File: src/shared/port_err_defines.vh
`ifndef PORT_ERR_DEFINES_VH
`define PORT_ERR_DEFINES_VH

// Register byte offsets
`define OFS_PE_STATUS 12'h744
`define OFS_PE_REPORT 12'h748
`define OFS_PE_COUNT 12'h74C
`define OFS_TO_CONTROL 12'h750
`define OFS_TO_STATUS 12'h754
`define OFS_TO_REPORT 12'h758
`define OFS_IRQ_STATUS 12'h780
`define OFS_IRQ_MASK 12'h784
`define OFS_TO_LIMIT 12'h788

// Reset values
`define RST_PE_REPORT 2'h2
`define RST_PE_COUNT 8'h00
`define RST_TO_ENABLE 1'h1
`define RST_TO_REPORT 8'h82
`define RST_IRQ_MASK 5'h00
`define RST_TO_LIMIT 24'h00FFFF

// Counter limits
`define PE_COUNT_MAX 8'hFF
`define AGE_STEP 24'h000001

// Severity codes of the reporting fields
`define SEV_NONE 2'h0
`define SEV_COR 2'h1
`define SEV_NONFATAL 2'h2
`define SEV_FATAL 2'h3

// Event bit positions: parity in bit 0, queues in bits 4:1
`define EV_PARITY 0
`define EV_POSTED 1
`define EV_NONPOSTED 2
`define EV_COMPLETION 3
`define EV_INSERTED 4
`define EV_COUNT 5
`define QUEUE_COUNT 4

`endif

File: src/logic/queue_age_timer.v
`default_nettype none

module queue_age_timer (
  // Clock and reset
  input wire clk_i,
  input wire rst_i,
  // Queue head
  input wire head_valid_i,
  input wire head_pop_i,
  // Control
  input wire enable_i,
  input wire [23:0] limit_i,
  // Discard pulse
  output reg discard_o
);

`include "port_err_defines.vh"

reg [23:0] age;

// Age restarts whenever a new TLP reaches the head or checking is off
always @(posedge clk_i) begin
  if (rst_i) begin
    age <= 24'h000000;
    discard_o <= 1'b0;
  end else begin
    discard_o <= 1'b0;
    if (!head_valid_i || head_pop_i || discard_o || !enable_i) begin
      age <= 24'h000000;
    end else if (age >= limit_i) begin
      discard_o <= 1'b1;
      age <= 24'h000000;
    end else begin
      age <= age + `AGE_STEP;
    end
  end
end

endmodule // queue_age_timer

`default_nettype wire

File: src/logic/port_error_regs.v
// Behaviour
// - A parity error is reported only on a clear-to-set change of its status flag, at the field's severity.
// - Parity severity zero sends no error message.
// - Parity severity one sends a correctable message upstream.
// - Parity severity two, the reset value, sends a nonfatal message upstream.
// - Parity severity three sends a fatal message upstream.
// - Each detected parity error increments the eight-bit parity error counter.
// - The parity error counter saturates at all ones and never wraps.
// - Reading the parity error counter returns the count and clears it.
// - With time-outs enabled (the reset state), a TLP waiting past the limit is discarded.
// - A posted queue discard sets time-out status bit 0.
// - A non-posted queue discard sets time-out status bit 1.
// - A completion queue discard sets time-out status bit 2.
// - An insertion queue discard sets time-out status bit 3.
// - Each detected parity error sets the parity error status flag.
// - Each queue time-out is reported on its status rise with that queue's own two-bit severity.
//
// The Wishbone register port was left to the implementer.
`default_nettype none

`include "port_err_defines.vh"

module port_error_regs #(
  parameter [23:0] TO_LIMIT_RESET = `RST_TO_LIMIT
) (
  // Clock and resets
  input wire clk_i,
  input wire rst_i,
  input wire hot_rst_i,
  // Wishbone slave
  input wire wb_cyc_i,
  input wire wb_stb_i,
  input wire wb_we_i,
  input wire [11:0] wb_adr_i,
  input wire [3:0] wb_sel_i,
  input wire [31:0] wb_dat_i,
  output reg [31:0] wb_dat_o,
  output reg wb_ack_o,
  // Error detection and queue heads
  input wire parity_err_i,
  input wire [3:0] head_valid_i,
  input wire [3:0] head_pop_i,
  output wire [3:0] discard_o,
  // Error messages to the root
  output reg msg_valid_o,
  output reg [1:0] msg_sev_o,
  input wire msg_ready_i,
  // Interrupt
  output reg irq_o
);

// Hot reset clears only the non-sticky state
wire soft_rst = rst_i | hot_rst_i;

reg pe_status;
reg [1:0] pe_report;
reg [7:0] pe_count;
reg to_enable;
reg [3:0] to_status;
reg [7:0] to_report;
reg [4:0] irq_status;
reg [4:0] irq_mask;
reg [23:0] to_limit;
reg [4:0] pending;

reg next_pe_status;
reg [3:0] next_to_status;
reg [7:0] next_pe_count;
reg [4:0] next_irq_status;
reg [4:0] next_pending;
reg [31:0] next_dat;
// Next values of the configuration and message state
reg [1:0] next_pe_report;
reg next_to_enable;
reg [7:0] next_to_report;
reg [23:0] next_to_limit;
reg [4:0] next_irq_mask;
reg next_msg_valid;
reg [1:0] next_msg_sev;
reg [4:0] rise;

function hit;
  input [11:0] adr;
  input [11:0] ofs;
  begin
    hit = (adr[11:2] == ofs[11:2]);
  end
endfunction

function [31:0] merge;
  input [31:0] old;
  input [31:0] data;
  input [3:0] sel;
  begin
    merge = (old & ~{{8{sel[3]}}, {8{sel[2]}}, {8{sel[1]}}, {8{sel[0]}}})
          | (data & {{8{sel[3]}}, {8{sel[2]}}, {8{sel[1]}}, {8{sel[0]}}});
  end
endfunction

// Set wins over a clear arriving in the same cycle
function [4:0] w1c;
  input [4:0] old;
  input [4:0] set;
  input [4:0] clr;
  begin
    w1c = (old & ~clr) | set;
  end
endfunction

function [4:0] lowest;
  input [4:0] v;
  begin
    lowest = v & (~v + 5'h01);
  end
endfunction

// Severity field of one event source
function [1:0] sev_of;
  input [4:0] onehot;
  input [1:0] pe_sev;
  input [7:0] to_sev;
  begin
    case (onehot)
      5'h01: sev_of = pe_sev;
      5'h02: sev_of = to_sev[1:0];
      5'h04: sev_of = to_sev[3:2];
      5'h08: sev_of = to_sev[5:4];
      5'h10: sev_of = to_sev[7:6];
      default: sev_of = `SEV_NONE;
    endcase
  end
endfunction

// Bus decode; one access per request, answered one cycle later
wire req = wb_cyc_i & wb_stb_i & ~wb_ack_o;
wire wr = req & wb_we_i;
wire rd = req & ~wb_we_i;
wire [31:0] wdata = merge(32'h00000000, wb_dat_i, wb_sel_i);

wire wr_pe_status = wr & hit(wb_adr_i, `OFS_PE_STATUS);
wire wr_pe_report = wr & hit(wb_adr_i, `OFS_PE_REPORT);
wire wr_to_control = wr & hit(wb_adr_i, `OFS_TO_CONTROL);
wire wr_to_status = wr & hit(wb_adr_i, `OFS_TO_STATUS);
wire wr_to_report = wr & hit(wb_adr_i, `OFS_TO_REPORT);
wire wr_irq_mask = wr & hit(wb_adr_i, `OFS_IRQ_MASK);
wire wr_to_limit = wr & hit(wb_adr_i, `OFS_TO_LIMIT);
wire rd_pe_count = rd & hit(wb_adr_i, `OFS_PE_COUNT);
wire rd_irq_status = rd & hit(wb_adr_i, `OFS_IRQ_STATUS);
// Write-one clear of the queue status bits
wire [3:0] to_clear = wr_to_status ? wdata[3:0] : 4'h0;

// Queue age timers, one per input queue
genvar q;
generate
  for (q = 0; q < `QUEUE_COUNT; q = q + 1) begin : g_age
    queue_age_timer queue_age_timer_inst (
      .clk_i(clk_i),
      .rst_i(soft_rst),
      .head_valid_i(head_valid_i[q]),
      .head_pop_i(head_pop_i[q]),
      .enable_i(to_enable),
      .limit_i(to_limit),
      .discard_o(discard_o[q])
    );
  end
endgenerate

// Status flags
always @* begin
  next_pe_status = pe_status;
  next_to_status = to_status;
  if (parity_err_i) begin
    next_pe_status = 1'b1;
  end else if (wr_pe_status & wdata[0]) begin
    next_pe_status = 1'b0;
  end
  // A discard in the same cycle as a write-one clear keeps the bit set
  next_to_status[0] = discard_o[0] | (to_status[0] & ~to_clear[0]);
  next_to_status[1] = discard_o[1] | (to_status[1] & ~to_clear[1]);
  next_to_status[2] = discard_o[2] | (to_status[2] & ~to_clear[2]);
  next_to_status[3] = discard_o[3] | (to_status[3] & ~to_clear[3]);
end

// A report is queued only on a clear-to-set change, never while a bit stays set
always @* begin
  rise[0] = next_pe_status & ~pe_status;
  rise[1] = next_to_status[0] & ~to_status[0];
  rise[2] = next_to_status[1] & ~to_status[1];
  rise[3] = next_to_status[2] & ~to_status[2];
  rise[4] = next_to_status[3] & ~to_status[3];
end

// Saturating, read-to-clear parity counter
always @* begin
  next_pe_count = rd_pe_count ? 8'h00 : pe_count;
  if (parity_err_i && (rd_pe_count || pe_count != `PE_COUNT_MAX)) begin
    next_pe_count = next_pe_count + 8'h01;
  end
end

// Interrupt status is cleared by reading it
always @* begin
  next_irq_status = w1c(irq_status, {discard_o, parity_err_i},
                        rd_irq_status ? 5'h1F : 5'h00);
end

// Configuration writes; each field needs the byte lane that carries it
always @* begin
  next_pe_report = pe_report;
  next_to_enable = to_enable;
  next_to_report = to_report;
  next_to_limit = to_limit;
  next_irq_mask = irq_mask;
  if (wr_pe_report & wb_sel_i[0]) begin
    next_pe_report = wdata[1:0];
  end
  if (wr_to_control & wb_sel_i[0]) begin
    next_to_enable = wdata[0];
  end
  if (wr_to_report & wb_sel_i[0]) begin
    next_to_report = wdata[7:0];
  end
  if (wr_to_limit & wb_sel_i[0]) begin
    next_to_limit[7:0] = wb_dat_i[7:0];
  end
  if (wr_to_limit & wb_sel_i[1]) begin
    next_to_limit[15:8] = wb_dat_i[15:8];
  end
  if (wr_to_limit & wb_sel_i[2]) begin
    next_to_limit[23:16] = wb_dat_i[23:16];
  end
  if (wr_irq_mask & wb_sel_i[0]) begin
    next_irq_mask = wdata[4:0];
  end
end

// Message arbitration: lowest event index first
wire load = ~msg_valid_o | msg_ready_i;
wire [4:0] grant = load ? lowest(pending) : 5'h00;
wire [1:0] grant_sev = sev_of(grant, pe_report, to_report);

always @* begin
  next_pending = (pending & ~grant) | rise;
end

// A granted source whose field reads zero is dropped here
always @* begin
  next_msg_valid = msg_valid_o;
  next_msg_sev = msg_sev_o;
  if (load) begin
    next_msg_valid = (grant != 5'h00) && (grant_sev != `SEV_NONE);
    next_msg_sev = grant_sev;
  end
end

// Read data
always @* begin
  next_dat = 32'h00000000;
  if (hit(wb_adr_i, `OFS_PE_STATUS)) begin
    next_dat[0] = pe_status;
  end else if (hit(wb_adr_i, `OFS_PE_REPORT)) begin
    next_dat[1:0] = pe_report;
  end else if (hit(wb_adr_i, `OFS_PE_COUNT)) begin
    next_dat[7:0] = pe_count;
  end else if (hit(wb_adr_i, `OFS_TO_CONTROL)) begin
    next_dat[0] = to_enable;
  end else if (hit(wb_adr_i, `OFS_TO_STATUS)) begin
    next_dat[3:0] = to_status;
  end else if (hit(wb_adr_i, `OFS_TO_REPORT)) begin
    next_dat[7:0] = to_report;
  end else if (hit(wb_adr_i, `OFS_IRQ_STATUS)) begin
    next_dat[4:0] = irq_status;
  end else if (hit(wb_adr_i, `OFS_IRQ_MASK)) begin
    next_dat[4:0] = irq_mask;
  end else if (hit(wb_adr_i, `OFS_TO_LIMIT)) begin
    next_dat[23:0] = to_limit;
  end
end

// Bus answer; unmapped addresses still get an ack, reading zero
always @(posedge clk_i) begin
  if (rst_i) begin
    wb_ack_o <= 1'b0;
    wb_dat_o <= 32'h00000000;
  end else begin
    wb_ack_o <= req;
    if (rd) begin
      wb_dat_o <= next_dat;
    end
  end
end

// Sticky configuration, reset only by the full reset
always @(posedge clk_i) begin
  if (rst_i) begin
    pe_report <= `RST_PE_REPORT;
    pe_count <= `RST_PE_COUNT;
    to_enable <= `RST_TO_ENABLE;
    to_report <= `RST_TO_REPORT;
    to_limit <= TO_LIMIT_RESET;
  end else begin
    pe_count <= next_pe_count;
    pe_report <= next_pe_report;
    to_enable <= next_to_enable;
    to_report <= next_to_report;
    to_limit <= next_to_limit;
  end
end

// Non-sticky status, cleared by either reset
always @(posedge clk_i) begin
  if (soft_rst) begin
    pe_status <= 1'b0;
    to_status <= 4'h0;
    irq_status <= 5'h00;
    irq_mask <= `RST_IRQ_MASK;
    irq_o <= 1'b0;
  end else begin
    pe_status <= next_pe_status;
    to_status <= next_to_status;
    irq_status <= next_irq_status;
    irq_mask <= next_irq_mask;
    irq_o <= |(next_irq_status & irq_mask);
  end
end

// Upstream messages, held until the root takes them
always @(posedge clk_i) begin
  if (soft_rst) begin
    pending <= 5'h00;
    msg_valid_o <= 1'b0;
    msg_sev_o <= `SEV_NONE;
  end else begin
    pending <= next_pending;
    msg_valid_o <= next_msg_valid;
    msg_sev_o <= next_msg_sev;
  end
end

endmodule // port_error_regs

`default_nettype wire

File: config.mk
export PLATFORM = sky130hd
export DESIGN_NAME = port_error_regs
export DESIGN_NICKNAME = d
export VERILOG_FILES = /design/src/logic/queue_age_timer.v /design/src/logic/port_error_regs.v
export VERILOG_INCLUDE_DIRS = /design/src /design/src/shared
export SDC_FILE = /design/constraint.sdc
export NUM_CORES = 1
export LEC_CHECK = 0
export ABC_AREA = 1
export BUFFER_PORTS_ARGS = -buffer_cell sky130_fd_sc_hd__buf_2
export CELL_PAD_IN_SITES_DETAIL_PLACEMENT = 1
export CELL_PAD_IN_SITES_GLOBAL_PLACEMENT = 1
export CORE_MARGIN = 8
export CORE_UTILIZATION = 40
export CTS_BUF_LIST = sky130_fd_sc_hd__clkbuf_8
export DETAILED_ROUTE_END_ITERATION = 6
export PLACE_DENSITY = 0.84
export SLEW_MARGIN = 25
export SYNTH_ARGS = -nofsm -noshare
export SYNTH_HDL_FRONTEND = slang
export SYNTH_SLANG_ARGS = --single-unit
File: constraint.sdc
create_clock -name clk_i -period 2.71 [get_ports clk_i]
set_clock_uncertainty 0.1 [all_clocks]
set_input_delay 0.1355 -clock clk_i [delete_from_list [all_inputs] [get_ports clk_i]]
set_output_delay 0.1355 -clock clk_i [all_outputs]
set_load 0.02 [all_outputs]
After elaboration in Yosys (flattened, before gate mapping)
Cells that the tools add are included.
- add/subtract/negate cells: 6
- $lt $le $gt $ge: 4
- equal/unequal tests: 15
- mux-type cells: 44
- bitwise logic cells: 58
- reduce and logical (&&, ||, !) cells: 31
- operators with widths (cell ; count):
    19-bit 2-to-1 mux ; 8
    24-bit by 1-bit adder with 24-bit output (second input constant) ; 4
    24-bit greater-or-equal comparator ; 4
    10-bit by 9-bit == test with 1-bit output (second input constant) ; 9
    8-bit 2-to-1 mux ; 9
    23-bit 2-to-1 mux ; 2
    16-bit 2-to-1 mux ; 2
    1-bit bitwise AND ; 30
    24-bit 2-to-1 mux ; 1
    4-bit 2-to-1 mux ; 6
    22-bit 2-to-1 mux ; 1
    5-bit bitwise AND ; 4
    20-bit 2-to-1 mux ; 1
    5-bit 2-to-1 mux ; 4
    5-bit NOT ; 3
    1-bit logical OR ; 13
    1-bit NOT ; 12
    3-bit OR reduction ; 4
    5-bit bitwise OR ; 2
    2-bit case mux with 5 select lines ; 1
    8-bit by 1-bit adder with 8-bit output (second input constant) ; 1
    8-bit bitwise AND ; 1
    1-bit 2-to-1 mux ; 8
    8-bit inequality test (second input constant) ; 1
    other kinds (14) ; 27
- register bits after elaboration: 192
- input bits: 64
- output and inout port bits: 41
- word-level logic and storage cells: 183

Longest topological paths before layout
- depth after elaboration: 25
- depth in mapped cells: 13
- gate-level depth less buffers: 12

Hierarchy
A second synthesis with hierarchy kept.
- cells, all modules: 1739
- area, all modules: 12363.1 sq um
- by module, submodules not included (module ; times used ; cells an instance ; area an instance (sq um) ; sequential area each (sq um)):
    queue_age_timer (g_age[0].queue_age_timer_inst ...) ; 3 ; 272 ; 1955.6 ; 500.5
    port_error_regs ; 1 ; 629 ; 4560.6 ; 1841.8
    queue_age_timer (g_age[3].queue_age_timer_inst) ; 1 ; 294 ; 1935.6 ; 500.5

Least setup slack after synthesis
OpenSTA, ideal clock, no wires.
- path type: register -> register
- start point: reg to_limit[9]
- end point: reg g_age[1].queue_age_timer_inst.age[19]
- library setup time: 0.064 ns
- data arrival time: 1.772 ns
- required time: 2.546 ns
- slack: 0.774 ns
- cell stages (with the launch flop): 13
- buffers on the path: 1
- clock period less this slack: 1.936 ns
- path through: dfxtp_1 > inv_1 > ha_1 > nand2_1 > inv_1 > o21ai_0 > nand2_1 > nand2_1 > o211ai_1 > a21boi_0 > nand4_2 > buf_6 > nor2_1
- word-level cells in the longest chain between the ends: 2
- ends and longest elaborated chain (what ; line ; source):
    from (decl) ; port_error_regs.v:63 ; reg [23:0] to_limit;
    from (signal assigned) ; port_error_regs.v:306 ; to_limit <= next_to_limit;
    24-bit greater-or-equal comparator ; queue_age_timer.v:30 ; end else if (age >= limit_i) begin
    3-bit OR reduction (no line) ; - ;
    to (signal assigned) ; queue_age_timer.v:34 ; age <= age + `AGE_STEP;
    to (decl) ; queue_age_timer.v:19 ; reg [23:0] age;
No other way between the ends.
A chain may end at the register's enable or synchronous reset.

Worst setup path in the final report
- start point: reg to_limit[19]
- end point: reg g_age[2].queue_age_timer_inst.age[19]
- word-level cells in the longest chain between the ends: 2
- ends and longest elaborated chain (what ; line):
    24-bit greater-or-equal comparator ; queue_age_timer.v:30
    3-bit OR reduction (no line) ; -
    to (signal assigned) ; queue_age_timer.v:34
    to (decl) ; queue_age_timer.v:19
No other way between the ends.

==> results by group <==
Outcome
  • Status: finished clean

Clock network
  • Worst-Skew Late Latency: just under 500 ps
  • Clock Tree Buf Depth: 2
  • CTS tree: built
  • Clock slew at reported path FFs: about 110 ps
  • CTS buffer count: 17
  • Post-CTS Setup Inserts: 0
  • CTS-repair resized insts: 0
  • Hold buffers post-CTS: 52
  • CTS Sinks: 192
  • Clk root buf: clkbuf_8
  • H-tree depth: 4

Timing
  • Slew HR: between 50 and 60%
  • Tcrit/Tclk final: a little over nine tenths
  • Final TNS setup: 0 ps
  • # setup viols final: 0
  • Final max-slew violation count: 0
  • Fmax: 0.3888 GHz
  • Setup WS post-layout: approximately 140 ps
  • Post-layout min period: 2572 ps
  • RSZ-0062 raised after global routing: false
  • Final Hold Fails: 0
  • Slew @ Worst Pin: around 670 ps

Synthesis
  • Largest family of logic cells by synthesized area: simple AND/OR/NAND/NOR gates
  • Top-area cell type share of the netlist area: 34.11%
  • Post-Syn Area per Cell: 7.354 sq um
  • Post-synthesis compound-gate area fraction: about a tenth
  • Async set-reset flop share out of synthesis: 0%
  • #FFs+latches synth: ~190
  • Most numerous cell in the Yosys netlist: nand2_1
  • Main synth FF type: dfxtp_1
  • Top post-synthesis cells by area: dfxtp_1 34%, ha_1 11%, nand2_1 8.9%
  • Mapped Cells: roughly 1500
  • Synth top cells by count: 268 x nand2_1, 208 x inv_1, 192 x dfxtp_1
  • Number of flops mapped to enable cells by yosys: 0
  • Area leader, netlist: dfxtp_1
  • Post-synthesis xor/xnor area fraction: between 6 and 7%
  • Sequential share of the synthesized area: 34.11%
  • Post-synthesis cell type count: a little under 50
  • Synthesized area: around 0.011 sq mm
  • Yosys warning count: 0
  • Synth Area in Simple Gates: 28.86%
  • Synth Area in Adders: between 10% and 20%
  • Mux share of post-synthesis cell area: 0%

Routing
  • DRT Wirelength: ~38000 microns
  • # DRC: 0
  • Detailed Route Iter0 Violations: roughly 670
  • Routed length per instance: 18.62 microns
  • Vias: 10950
  • Routed Antenna Nets: 0
  • Via density: 5.309
  • DR pass1 iterations: 5

Power
  • Leak: between 5 and 6 nW
  • Pwr dens: about 380 mW/mm^2
  • Worst VDD drop: approximately 0.00028 V

Final layout
  • Multi-input gate area: about 0.0064 sq mm
  • Area Growth Syn to Fin: 14.86%
  • Reg area: slightly below 0.004 sq mm
  • Nets@finish: between 1500 and 2000
  • Share of cells above drive strength 1: roughly 11%
  • Fill cells: 3581

Setup path
  • Critical Path Sink Type: register
  • Slowest stage delay, CP: 420 ps
  • Worst Reg2Reg Path Length in Cells: 10
  • CP cell instances: inv_1 > ha_1 > nand2_1 > inv_1 > nand3_1 > nor3_1 > nand4_1 > nand4_1 > buf_4 > nor2_1
  • Worst path bufs/invs: 3
  • Slowest cell on the critical path: nor3_1
  • CP top delay family: simple AND/OR/NAND/NOR gates
  • CP required: a little under 3000 ps
  • CP Class: register to register
  • Critical Path AT: ~2800 ps
  • Cell count along the critical path: 10
  • Crit path launch type: register
  • CP max FO: 24

Global route
  • Gr ovfl total: 0
  • Largest net degree at the start of global routing: 34
  • Vias in the first global route: between 10000 and 15000
  • Global-route wire length before repair: between 60000 and 70000 microns
  • Antenna violations before repair: 3
  • Total track usage: 22.79%

Placed design
  • Final GP Congestion: a little under 0.9
  • DP HPWL: 27030 microns
  • IO buf count: 85
  • Placement Setup Slack: approximately 290 ps

Floorplan
  • Row count: just over 60
  • Die area: around 0.034 sq mm
  • Total core area: 0.02778 sq mm
  • Io pins: between 100 and 150
  • Starting density of the core: just over 40%
  • Die width: 183.8 microns
  • Overall die height: between 150 and 200 microns

Flow run
  • Max cap viols: 0

Worst hold path
  • Hold WC Path Type: input pin to register
  • Depth of the worst hold-timing path: 5
state kept, by name (all words and copies together), names as in the netlist:
register                              flops
g_age.queue_age_timer_inst.age           96
g_age.queue_age_timer_inst.discard_o      4
irq_mask                                  5
irq_o                                     1
irq_status                                5
msg_sev_o                                 2
msg_valid_o                               1
pe_count                                  8
pe_report                                 2
pe_status                                 1
pending                                   5
to_enable                                 1
to_limit                                 24
to_report                                 8
to_status                                 4
wb_ack_o                                  1
wb_dat_o                                 24
cell usage in the layout, fill, tap and decap left out, drive strengths merged, types with 2 or more instances in the layout:
cell type,instances
a21boi,4
a41oi,2
xor2,50
o31a,2
nand2,275
clkinvlp,5
buf,100
o221ai,2
and2,4
ha,101
inv,218
o31ai,2
dfxtp,192
a21oi,107
o21ai,56
nand4,43
o211ai,15
o22ai,3
nor2,203
conb,8
clkinv,5
clkbuf,19
xnor2,36
diode,3
nand3,103
dlygate4sd3,52
nor3,51
nand3b,4
nor4,13
where the power goes:
part	internal, mW	switching [mW]	leakage, nW
Sequential	2.83	0.00720	1.55
Clock	0.704	1.17	0.177
Combinational	0.0970	0.163	3.80
logic make-up (layout without fill, tap and decap cells):
family	Yosys count	after routing
AOI/OAI and AO/OA	197	197
xor gates and xnor gates	86	86
adders and majority gates	101	101
buffers and inverters	256	399
DFF	192	192
other	1	11
and+or+nand+nor	699	699
through the flow:
| stage | utilization (%) | std cells | cell area, sq um | hold slack, ps | power, mW |
|---|---|---|---|---|---|
| 2_1_floorplan | - | 1539 | 11290 | 161.7 | 3.028 |
| 3_3_place_gp | 43.37 | 1976 | 12050 | 291.5 | 3.106 |
| 3_5_place_dp | 43.37 | 1976 | 12050 | 286.0 | 3.112 |
| 4_1_cts | 46.55 | 2060 | 12930 | 2.247 | 4.959 |
| 5_1_grt | 46.58 | 2063 | 12940 | 2.717 | 5.138 |
| 6_report | 46.58 | 2063 | 12940 | 24.10 | 4.972 |
routing by layer:
layer  global-route usage (%)  share of wire [%]
met2                    39.71                 49
met4                    11.36                4.6
met5                        0                  0
met1                    26.53                 42
met3                    4.190                4.7
cell type report:
class	count	share of cell area, %
well taps	378	3.655
diodes	3	0.05801
multi-input cells	1091	49.24
inverters	215	6.246
clock inverters	13	0.8025
flip-flops and latches	192	29.70
clock buffers	19	2.021
repair buffers	152	8.276
final timing paths:
path / startpoint / to / slack, ps
worst min register to register: g_age[0].queue_age_timer_inst.age[0] / g_age[0].queue_age_timer_inst.age[0] / 360
worst min-delay path: wb_we_i / wb_dat_o[3] / 20
worst max register to register: to_limit[19] / g_age[2].queue_age_timer_inst.age[19] / 140
worst max-delay path: to_limit[19] / g_age[2].queue_age_timer_inst.age[19] / 140
tightest hold or removal path, delay by kind of cell:
| kind | cells | cell delay [ps] |
|---|---|---|
| buffers and inverters | 2 | 260 |
| and+or+nand+nor | 2 | 120 |
| AOI/OAI and AO/OA | 1 | 50 |
Note: power is estimated with default switching activity, not from simulation.
